<file path="src/logic/fsc_pkg.sv">
package fsc_pkg;

    // register indices; the byte address on the bus is the index times four
    localparam logic [15:0] FSC_ADDR_METHOD    = 16'h200A;
    localparam logic [15:0] FSC_ADDR_DECEL     = 16'h230A;
    localparam logic [15:0] FSC_ADDR_ESTOP_TRQ = 16'h2406;
    // own registers
    localparam logic [15:0] FSC_ADDR_CTRL      = 16'h3000;
    localparam logic [15:0] FSC_ADDR_STATUS    = 16'h3004;
    localparam logic [15:0] FSC_ADDR_IRQ_STAT  = 16'h3008;
    localparam logic [15:0] FSC_ADDR_IRQ_MASK  = 16'h300C;
    localparam logic [15:0] FSC_ADDR_MAXTRQ    = 16'h3010;

    // register offsets are not word aligned, so they are treated as indices
    localparam int          FSC_IDX_SHIFT      = 2;

    // reset values and write limits
    localparam logic [15:0] FSC_METHOD_RST     = 16'h0010;
    localparam logic [15:0] FSC_DECEL_RST      = 16'h0000;
    localparam logic [15:0] FSC_ESTOP_TRQ_RST  = 16'h0320;
    localparam logic [15:0] FSC_ESTOP_TRQ_MAX  = 16'h0320;
    localparam logic [15:0] FSC_DECEL_MAX      = 16'h2710;
    localparam logic [15:0] FSC_MAXTRQ_RST     = 16'h012C;

    // field positions
    localparam int          FSC_METHOD_LSB     = 4;
    localparam int          FSC_CTRL_SOFF_DB   = 0;
    localparam int          FSC_CTRL_ALLOC_LSB = 1;
    localparam int          FSC_CTRL_SINGLE_LSB = 4;
    localparam int          FSC_CTRL_MULTI_LSB  = 8;
    localparam int          FSC_CTRL_RESTART   = 15;

    // interrupt bits
    localparam int          FSC_IRQ_ENTER      = 0;
    localparam int          FSC_IRQ_STOPPED    = 1;
    localparam int          FSC_IRQ_CLEARED    = 2;
    localparam int          FSC_IRQ_W          = 3;

    // timing
    localparam int          FSC_CLK_HZ         = 50_000_000;
    localparam int          FSC_MS_UNIT        = 1;
    localparam int          FSC_CYC_PER_MS     = FSC_CLK_HZ / 1000 * FSC_MS_UNIT;

    typedef enum logic [2:0] {
        FSC_M_DB_COAST   = 3'h0,
        FSC_M_TRQ_HOLD   = 3'h1,
        FSC_M_TRQ_COAST  = 3'h2,
        FSC_M_TIME_HOLD  = 3'h3,
        FSC_M_TIME_COAST = 3'h4
    } fsc_method_e;

    typedef enum logic [2:0] {
        FSC_S_RUN      = 3'h0,
        FSC_S_DEC_TRQ  = 3'h1,
        FSC_S_DEC_TIME = 3'h2,
        FSC_S_BRAKE    = 3'h3,
        FSC_S_COAST    = 3'h4
    } fsc_state_e;

    // drive command bundle presented to the power stage
    typedef struct packed {
        logic        stop_active;
        logic        decel;
        logic        dyn_brake;
        logic        coast;
        logic        zero_speed;
        logic [15:0] torque_limit;
        logic [31:0] speed_ref;
    } fsc_drive_s;

endpackage

</file>
<file path="src/logic/fsc_forced_stop.sv">
// Added by the designer: the Wishbone slave port.
`timescale 1ns/1ns
module fsc_forced_stop
    import fsc_pkg::*;
#(
    parameter int          NUM_INPUTS  = 8,
    parameter logic [31:0] MAX_SPEED   = 32'h0000_FFFF,
    parameter int          CYC_PER_MS  = FSC_CYC_PER_MS
) (
    // clock and reset
    input  wire logic                  clk_i,
    input  wire logic                  rst_i,
    // wishbone slave
    input  wire logic                  cyc_i,
    input  wire logic                  stb_i,
    input  wire logic                  we_i,
    input  wire logic [15:0]           adr_i,
    input  wire logic [3:0]            sel_i,
    input  wire logic [31:0]           dat_i,
    output logic      [31:0]           dat_o,
    output logic                       ack_o,
    output logic                       err_o,
    // external pins and drive state
    input  wire logic [NUM_INPUTS-1:0] in_pins_i,
    input  wire logic                  servo_on_i,
    input  wire logic                  torque_ctrl_i,
    input  wire logic [31:0]           speed_fb_i,
    // drive command and interrupt
    output fsc_drive_s                 drive_o,
    output logic                       irq_o
);

    localparam int SEL_W = $clog2(NUM_INPUTS);

    // registers
    logic [15:0]          method_reg_q;
    logic [15:0]          decel_q;
    logic [15:0]          estop_trq_q;
    logic [15:0]          ctrl_q;
    logic [15:0]          maxtrq_q;
    logic [FSC_IRQ_W-1:0] irq_stat_q;
    logic [FSC_IRQ_W-1:0] irq_mask_q;
    fsc_method_e          method_q;
    logic                 ack_q;
    logic                 err_q;
    logic [31:0]          rdat_q;

    // input sync and stop tracking
    logic [NUM_INPUTS-1:0] s1_q;
    logic [NUM_INPUTS-1:0] s2_q;
    logic [NUM_INPUTS-1:0] s3_q;
    logic [NUM_INPUTS-1:0] stable_q;
    fsc_state_e            state_q;
    logic                  latch_q;
    logic                  servo_on_q;
    logic [31:0]           speed_q;
    logic [31:0]           step_q;
    logic [31:0]           div_num_q;
    logic [31:0]           div_cnt_q;
    logic                  div_busy_q;
    logic [31:0]           rem_q;
    logic [15:0]           dvs_q;

    // decode helpers, used by bus read and write paths
    function automatic logic hit(input logic [15:0] a, input logic [15:0] reg_adr);
        hit = (a == reg_adr);
    endfunction

    function automatic logic [15:0] clamp16(input logic [15:0] v, input logic [15:0] lim);
        clamp16 = (v > lim) ? lim : v;
    endfunction

    wire        req       = cyc_i && stb_i && !ack_q && !err_q;
    // offsets are indices; byte address is index times four
    wire [15:0] idx       = adr_i >> FSC_IDX_SHIFT;
    wire        mapped    = hit(idx, FSC_ADDR_METHOD) || hit(idx, FSC_ADDR_DECEL) ||
                            hit(idx, FSC_ADDR_ESTOP_TRQ) || hit(idx, FSC_ADDR_CTRL) ||
                            hit(idx, FSC_ADDR_STATUS) || hit(idx, FSC_ADDR_IRQ_STAT) ||
                            hit(idx, FSC_ADDR_IRQ_MASK) || hit(idx, FSC_ADDR_MAXTRQ);
    wire        wr        = req && we_i && mapped && (adr_i[1:0] == 2'h0);
    wire [15:0] wdat      = {sel_i[1] ? dat_i[15:8] : 8'h00, sel_i[0] ? dat_i[7:0] : 8'h00};
    wire        wlo       = sel_i[0];
    wire        whi       = sel_i[1];

    function automatic logic [15:0] merge(input logic [15:0] old, input logic [15:0] nw,
                                          input logic lo, input logic hi);
        merge = {hi ? nw[15:8] : old[15:8], lo ? nw[7:0] : old[7:0]};
    endfunction

    // bus answer: one cycle after the request, dropped the next cycle
    always_ff @(posedge clk_i) begin
        if (rst_i) begin
            ack_q <= 1'b0;
            err_q <= 1'b0;
        end else begin
            ack_q <= req && mapped && (adr_i[1:0] == 2'h0);
            err_q <= req && !(mapped && (adr_i[1:0] == 2'h0));
        end
    end

    // parameter registers; decel time and stop torque above range are clamped on write
    always_ff @(posedge clk_i) begin
        if (rst_i) begin
            method_reg_q <= FSC_METHOD_RST;
            decel_q      <= FSC_DECEL_RST;
            estop_trq_q  <= FSC_ESTOP_TRQ_RST;
            ctrl_q       <= 16'h0000;
            maxtrq_q     <= FSC_MAXTRQ_RST;
            irq_mask_q   <= '0;
        end else begin
            if (wr && hit(idx, FSC_ADDR_METHOD)) begin
                method_reg_q <= merge(method_reg_q, wdat, wlo, whi);
            end
            if (wr && hit(idx, FSC_ADDR_DECEL)) begin
                decel_q <= clamp16(merge(decel_q, wdat, wlo, whi), FSC_DECEL_MAX);
            end
            if (wr && hit(idx, FSC_ADDR_ESTOP_TRQ)) begin
                estop_trq_q <= clamp16(merge(estop_trq_q, wdat, wlo, whi), FSC_ESTOP_TRQ_MAX);
            end
            if (wr && hit(idx, FSC_ADDR_CTRL)) begin
                ctrl_q <= merge(ctrl_q, wdat, wlo, whi) & 16'h7FFF;
            end
            if (wr && hit(idx, FSC_ADDR_MAXTRQ)) begin
                maxtrq_q <= merge(maxtrq_q, wdat, wlo, whi);
            end
            if (wr && hit(idx, FSC_ADDR_IRQ_MASK) && wlo) begin
                irq_mask_q <= dat_i[FSC_IRQ_W-1:0];
            end
        end
    end

    // method captured at reset and at a software restart only
    wire restart_wr = wr && hit(idx, FSC_ADDR_CTRL) && whi && dat_i[FSC_CTRL_RESTART];
    wire [3:0] method_fld = method_reg_q[FSC_METHOD_LSB +: 4];

    always_ff @(posedge clk_i) begin
        if (rst_i) begin
            method_q <= FSC_M_TRQ_HOLD;
        end else if (restart_wr) begin
            method_q <= (method_fld > 4'h4) ? FSC_M_TRQ_HOLD : fsc_method_e'(method_fld[2:0]);
        end
    end

    // three-stage sync; change accepted when stages two and three agree
    always_ff @(posedge clk_i) begin
        if (rst_i) begin
            s1_q     <= '1;
            s2_q     <= '1;
            s3_q     <= '1;
            stable_q <= '1;
        end else begin
            s1_q <= in_pins_i;
            s2_q <= s1_q;
            s3_q <= s2_q;
            for (int i = 0; i < NUM_INPUTS; i++) begin
                if (s2_q[i] == s3_q[i]) begin
                    stable_q[i] <= s3_q[i];
                end
            end
        end
    end

    // allocation select
    wire [1:0] alloc_mode  = ctrl_q[FSC_CTRL_ALLOC_LSB +: 2];
    wire [3:0] single_sel  = ctrl_q[FSC_CTRL_SINGLE_LSB +: 4];
    wire [3:0] multi_sel   = ctrl_q[FSC_CTRL_MULTI_LSB +: 4];
    wire [3:0] pin_sel     = (alloc_mode == 2'h2) ? multi_sel : single_sel;
    wire       allocated   = ((alloc_mode == 2'h1) || (alloc_mode == 2'h2)) &&
                             (pin_sel < 4'(NUM_INPUTS));
    // unallocated input counts as closed so the drive runs
    wire       input_closed = !allocated || stable_q[pin_sel[SEL_W-1:0]];
    wire       stop_req     = !input_closed || latch_q;
    wire       soff_db      = ctrl_q[FSC_CTRL_SOFF_DB];

    // latch: set by open input under servo on, cleared by servo off with the input closed
    always_ff @(posedge clk_i) begin
        if (rst_i) begin
            latch_q    <= 1'b0;
            servo_on_q <= 1'b0;
        end else begin
            servo_on_q <= servo_on_i;
            if (!input_closed && servo_on_i) begin
                latch_q <= 1'b1;
            end else if (!servo_on_i && input_closed) begin
                latch_q <= 1'b0;
            end
        end
    end

    // effective torque limit
    wire [15:0] trq_lim = (estop_trq_q > maxtrq_q) ? maxtrq_q : estop_trq_q;

    // step per ms = max speed / decel time, one quotient bit per cycle
    // a fixed round of 34 cycles keeps a new decel time live well inside one ms
    wire [32:0] rem_sh  = {rem_q, div_num_q[31]};
    wire [32:0] rem_sub = rem_sh - {17'h00000, dvs_q};
    wire        rem_ge  = (rem_sh >= {17'h00000, dvs_q});

    always_ff @(posedge clk_i) begin
        if (rst_i) begin
            div_num_q  <= '0;
            div_cnt_q  <= '0;
            div_busy_q <= 1'b0;
            rem_q      <= '0;
            dvs_q      <= '0;
            step_q     <= MAX_SPEED;
        end else if (!div_busy_q) begin
            div_num_q  <= MAX_SPEED;
            div_cnt_q  <= '0;
            rem_q      <= '0;
            dvs_q      <= decel_q;
            div_busy_q <= (decel_q != 16'h0000);
            if (decel_q == 16'h0000) begin
                step_q <= MAX_SPEED;
            end
        end else if (div_cnt_q != 32'h0000_0020) begin
            rem_q     <= rem_ge ? rem_sub[31:0] : rem_sh[31:0];
            div_num_q <= {div_num_q[30:0], rem_ge};
            div_cnt_q <= div_cnt_q + 32'h1;
        end else begin
            // remainder rounds up so ramp never exceeds the set time
            step_q     <= div_num_q + ((rem_q != 32'h0) ? 32'h1 : 32'h0);
            div_busy_q <= 1'b0;
        end
    end

    // 1 ms tick for the timed ramp
    logic [31:0] ms_cnt_q;
    wire         ms_tick = (ms_cnt_q == 32'(CYC_PER_MS - 1));

    always_ff @(posedge clk_i) begin
        if (rst_i || ms_tick || state_q != FSC_S_DEC_TIME) begin
            ms_cnt_q <= '0;
        end else begin
            ms_cnt_q <= ms_cnt_q + 32'h1;
        end
    end

    wire        stopped  = (speed_q == 32'h0);
    // zero time holds the zero-speed command until the motor is really at rest
    wire        time_done = (decel_q == 16'h0000) ? (speed_fb_i == 32'h0) : stopped;
    wire        db_after = soff_db;
    fsc_state_e brake_st;
    assign brake_st = db_after ? FSC_S_BRAKE : FSC_S_COAST;

    // stop sequencer
    always_ff @(posedge clk_i) begin
        if (rst_i) begin
            state_q <= FSC_S_RUN;
            speed_q <= '0;
        end else begin
            case (state_q)
                FSC_S_RUN: begin
                    speed_q <= speed_fb_i;
                    if (stop_req) begin
                        if (torque_ctrl_i) begin
                            state_q <= brake_st;
                        end else begin
                            case (method_q)
                                FSC_M_DB_COAST:  state_q <= brake_st;
                                FSC_M_TRQ_HOLD,
                                FSC_M_TRQ_COAST: state_q <= FSC_S_DEC_TRQ;
                                default:         state_q <= FSC_S_DEC_TIME;
                            endcase
                        end
                    end
                end
                FSC_S_DEC_TRQ: begin
                    speed_q <= speed_fb_i;
                    if (torque_ctrl_i) begin
                        state_q <= brake_st;
                    end else if (speed_fb_i == 32'h0) begin
                        state_q <= (method_q == FSC_M_TRQ_COAST) ? FSC_S_COAST : brake_st;
                    end
                end
                FSC_S_DEC_TIME: begin
                    if (decel_q == 16'h0000) begin
                        speed_q <= '0;
                    end else if (ms_tick) begin
                        speed_q <= (speed_q > step_q) ? speed_q - step_q : 32'h0;
                    end
                    if (torque_ctrl_i) begin
                        state_q <= brake_st;
                    end else if (time_done) begin
                        state_q <= (method_q == FSC_M_TIME_COAST) ? FSC_S_COAST : brake_st;
                    end
                end
                FSC_S_BRAKE,
                FSC_S_COAST: begin
                    speed_q <= '0;
                    if (!stop_req) begin
                        state_q <= FSC_S_RUN;
                    end
                end
                default: state_q <= FSC_S_RUN;
            endcase
        end
    end

    // sticky interrupt status, write one to clear, set wins
    logic [FSC_IRQ_W-1:0] ev;
    assign ev[FSC_IRQ_ENTER]   = (state_q == FSC_S_RUN) && stop_req;
    assign ev[FSC_IRQ_STOPPED] = (state_q == FSC_S_DEC_TRQ || state_q == FSC_S_DEC_TIME) &&
                                 (state_q == FSC_S_DEC_TRQ ? speed_fb_i == 32'h0 : time_done);
    assign ev[FSC_IRQ_CLEARED] = (state_q == FSC_S_BRAKE || state_q == FSC_S_COAST) && !stop_req;

    always_ff @(posedge clk_i) begin
        if (rst_i) begin
            irq_stat_q <= '0;
        end else begin
            irq_stat_q <= (irq_stat_q & ~((wr && hit(idx, FSC_ADDR_IRQ_STAT) && wlo) ?
                           dat_i[FSC_IRQ_W-1:0] : '0)) | ev;
        end
    end

    assign irq_o = |(irq_stat_q & irq_mask_q);

    // read data registered with the ack
    always_ff @(posedge clk_i) begin
        if (rst_i) begin
            rdat_q <= '0;
        end else if (req) begin
            case (idx)
                FSC_ADDR_METHOD:    rdat_q <= {16'h0000, method_reg_q};
                FSC_ADDR_DECEL:     rdat_q <= {16'h0000, decel_q};
                FSC_ADDR_ESTOP_TRQ: rdat_q <= {16'h0000, estop_trq_q};
                FSC_ADDR_CTRL:      rdat_q <= {16'h0000, ctrl_q};
                FSC_ADDR_STATUS:    rdat_q <= {24'h000000, latch_q, state_q, input_closed,
                                               allocated, servo_on_q, state_q != FSC_S_RUN};
                FSC_ADDR_IRQ_STAT:  rdat_q <= {29'h0, irq_stat_q};
                FSC_ADDR_IRQ_MASK:  rdat_q <= {29'h0, irq_mask_q};
                FSC_ADDR_MAXTRQ:    rdat_q <= {16'h0000, maxtrq_q};
                default:            rdat_q <= '0;
            endcase
        end
    end

    assign dat_o = rdat_q;
    assign ack_o = ack_q;
    assign err_o = err_q;

    // zero-speed stop: reference forced to zero in the same cycle as the command
    wire        zero_cmd = (state_q == FSC_S_DEC_TIME) && (decel_q == 16'h0000);

    // drive command outputs from flip-flops
    always_ff @(posedge clk_i) begin
        if (rst_i) begin
            drive_o <= '0;
        end else begin
            drive_o.stop_active  <= (state_q != FSC_S_RUN);
            drive_o.decel        <= (state_q == FSC_S_DEC_TRQ) || (state_q == FSC_S_DEC_TIME);
            drive_o.dyn_brake    <= (state_q == FSC_S_BRAKE);
            drive_o.coast        <= (state_q == FSC_S_COAST);
            drive_o.zero_speed   <= zero_cmd;
            drive_o.torque_limit <= (state_q == FSC_S_DEC_TRQ) ? trq_lim : maxtrq_q;
            drive_o.speed_ref    <= ((state_q == FSC_S_RUN) || zero_cmd) ? 32'h0 : speed_q;
        end
    end

endmodule

</file>
<file path="config.mk">
export PLATFORM = sky130hd
export DESIGN_NAME = fsc_forced_stop
export DESIGN_NICKNAME = d
export VERILOG_FILES = /design/src/logic/fsc_pkg.sv /design/src/logic/fsc_forced_stop.sv
export SDC_FILE = /design/constraint.sdc
export NUM_CORES = 1
export LEC_CHECK = 0
export BUFFER_PORTS_ARGS = -buffer_cell sky130_fd_sc_hd__buf_2
export CAP_MARGIN = 20
export CORE_MARGIN = 2
export CORE_UTILIZATION = 53
export CTS_BUF_LIST = sky130_fd_sc_hd__clkbuf_8
export DETAILED_ROUTE_END_ITERATION = 10
export PLACE_DENSITY = 0.72
export SLEW_MARGIN = 20
export SYNTH_ARGS = -nofsm -noshare
export SYNTH_HDL_FRONTEND = slang
export SYNTH_SLANG_ARGS = --single-unit
export TNS_END_PERCENT = 100
</file>
<file path="constraint.sdc">
create_clock -name clk_i -period 10.2 [get_ports clk_i]
set_clock_uncertainty 0.1 [all_clocks]
set_input_delay 2.04 -clock clk_i [delete_from_list [all_inputs] [get_ports clk_i]]
set_output_delay 2.04 -clock clk_i [all_outputs]
set_load 0.005 [all_outputs]
</file>
==> results.toml <==
[status]
outcome = "completed"

[critical_path]
setup.worst_path.end = "maxtrq_q[0]"
required_ns = 10.56
r2r_start = "rem_q[22]"
cp-startpoint = "adr_i[11]"
reg2reg_depth = 14
crit_path_end_kind = "register"
cp_max_fo = 14
criticalPathCategory = "input pin to register"
critPathArrivalTime_ns = 5.41
regToRegSetupSlack_ns = 5.66
start_kind = "input pin"
r2r_end = "step_q[26]"

[cts]
root_buffer = "clkbuf_8"
clock_path_buffers = 3
clock-sinks = 405
clk-insertion-delay-late_ns = 0.61
tritoncts = "built"
path_clk_slew_ns = 0.06
h-tree-depth = 3
cts-buffers-inserted = 68
cts-resized-gates = 0
holdBufCountCts = 0
post_cts_buffers = 0

[sta]
fin_crit_sh = 0.4948
fin_setup_tns_ns = 0
hold_violations = 0
slew_viol_final = 0
max_freq_mhz = 198.2
rsz0062_at_grt = "false"
timing.hold.ws_ns = 0.3065
finalSetupViolations = 0
timing.slew.headroom = 0.2322
tightest_slew_ns = 1.147
period_minus_slack_ns = 5.046

[floorplan]
rows = 71
die-area_um2 = 39760
coreArea_um2 = 37670
dieWidth_um = 199.4
die_h_um = 199.4
io_pins = 187
initial_core_util = 0.5373

[route]
wl_um = 51490
viasPerCell = 5.716
wl_per_cell_um = 16.61
wl_met3_um = 3410
routed.top_layer = "met5"
num_vias = 17714
drc = 0
met2WireLength_um = 23880
drt_iter0_markers = 1246
ant_nets = 0
drt-pass1-iter-count = 7
m1WireLength_um = 23040

[yosys]
synth_area_leaders = "dfxtp_1 (40%), nor2_1 (5.3%), nand2_1 (4.5%)"
async_reset_ff_frac = 0
ys.flop_type = "dfxtp_1"
syn_inst = 2427
yosysSeqAreaShare = 0.4006
synth_top_area_cell = "dfxtp_1"
synth_edf_count = 0
syn_area_um2 = 20240
yosysWarnings = 0
syn_area_per_cell_um2 = 8.338
yosysUniqueCellTypes = 77
synth-seq-cells = 405
synth_top_area_share = 0.4006

[global_routing]
antenna_found_initial = 1
grt_max_degree = 112
grt.overflow.total = 0
grt_pass1_wl_um = 82920
grt_use_total = 0.2572
grt_pass1_vias = 16388

[final_layout]
nNetsFinal = 2711
final_common_cell = "dfxtp_1"
syn2layout_area_growth_pct = 11.70
final_cell_mix = "dfxtp_1 (404), nor2_1 (283), nand2_1 (243)"
utilization = 0.6002
n_antenna_cell = 0
drive_gt1_frac = 0.1314

[place]
gp_congestion = 0.9202
dp_hpwl_um = 37000
io_buffers = 152

[pwr]
power.density_nw_per_um2 = 143.4
vdd_ir_drop_max_uv = 133.5
power.leakage_nw = 9.064

[hold_path]
min-delay-path-class = "register to register"
hp-start = "s1_q[2]"

[flow_run]
drv_cap = 0
-- how the worst min path moves through the flow --
stage	to	slack [ns]	depth (start not counted)
global route	s2_q[4]	0.33	1
detailed placement	s2_q[2]	0.30	1
floorplan	s2_q[0]	0.29	1
CTS	s2_q[2]	0.31	1
finish	s2_q[2]	0.31	1
global placement	s2_q[2]	0.29	1
-- stage by stage --
stage,cell area (um2),instances,total power [W],setup slack (ns)
3_3_place_gp,21230,2979,0.001824,4.846
2_1_floorplan,20290,2442,0.001764,5.718
6_report,22610,3099,0.003242,5.154
5_1_grt,22610,3099,0.003367,4.961
4_1_cts,22600,3098,0.003278,5.357
3_5_place_dp,21230,2979,0.001826,4.705
-- sequential cells by signal, indices dropped and copies added (netlist names), 3 cells and up --
register	flops
stable_q	8
rem_q	32
drive_o	53
s1_q	8
dvs_q	16
div_num_q	32
step_q	32
dat_o	16
speed_q	32
div_cnt_q	32
method_q	3
irq_mask_q	3
s3_q	8
ms_cnt_q	32
estop_trq_q	16
irq_stat_q	3
method_reg_q	16
decel_q	16
state_q	3
s2_q	8
maxtrq_q	16
ctrl_q	15
-- layer usage --
| layer | GRT usage | vias up |
|---|---|---|
| met1 | 0.3424 | 8237 |
| met3 | 0.04101 | 90 |
| met4 | 0.08587 | 2 |
| met2 | 0.4255 | 554 |
| li1 | - | 8831 |
| met5 | 0 | - |
-- power by group --
group          switching, W  total (W)  leakage [nW]  internal (W)
Combinational      0.000106   0.000174          4.99     0.0000687
Clock              0.000652    0.00145         0.782      0.000796
Sequential        0.0000189    0.00162          3.29       0.00160
-- synthesized netlist by cell type (41+ instances only) --
cell type / n
a21oi_1: 159
and2_1: 41
and3_1: 49
clkbuf_1: 110
dfxtp_1: 405
ha_1: 71
inv_1: 96
mux2i_1: 83
nand2_1: 244
nand3_1: 50
nand4_1: 45
nor2_1: 286
nor3_1: 67
nor4_1: 50
o21ai_0: 81
xnor2_1: 66
xor2_1: 73
-- critical path: stages --
cell	delay, ns
buf_2	0.13
or2_2	0.36
nor3_1	0.22
nand4_1	0.26
nor2_1	0.96
nand2_1	0.24
nor2_1	0.86
mux2i_1	0.28
nor2_1	0.05
-- kinds of logic after synthesis --
kind of cell	after synthesis	synth area share
AO/OA/AOI/OAI	508	0.1621
XOR/XNOR	139	0.06016
adder cells (fa/ha/maj)	73	0.04588
buffers and inverters	238	0.04835
flip-flops	405	0.4006
multiplexers	97	0.04996
other	1	0.0001853
AND/OR/NAND/NOR	966	0.2327
-- final cells by class --
| cell class | instances | area (um2) |
|---|---|---|
| Clock buffer | 84 | 1156 |
| Fill cell | 3417 | 15060 |
| Sequential cell | 405 | 8109 |
| Multi-Input combinational cell | 1799 | 11230 |
| Inverter | 96 | 360.3 |
| Tap cell | 511 | 639.4 |
| Clock inverter | 35 | 216.5 |
| Timing Repair Buffer | 169 | 892.1 |
Note: power is estimated with default switching activity, not from simulation.
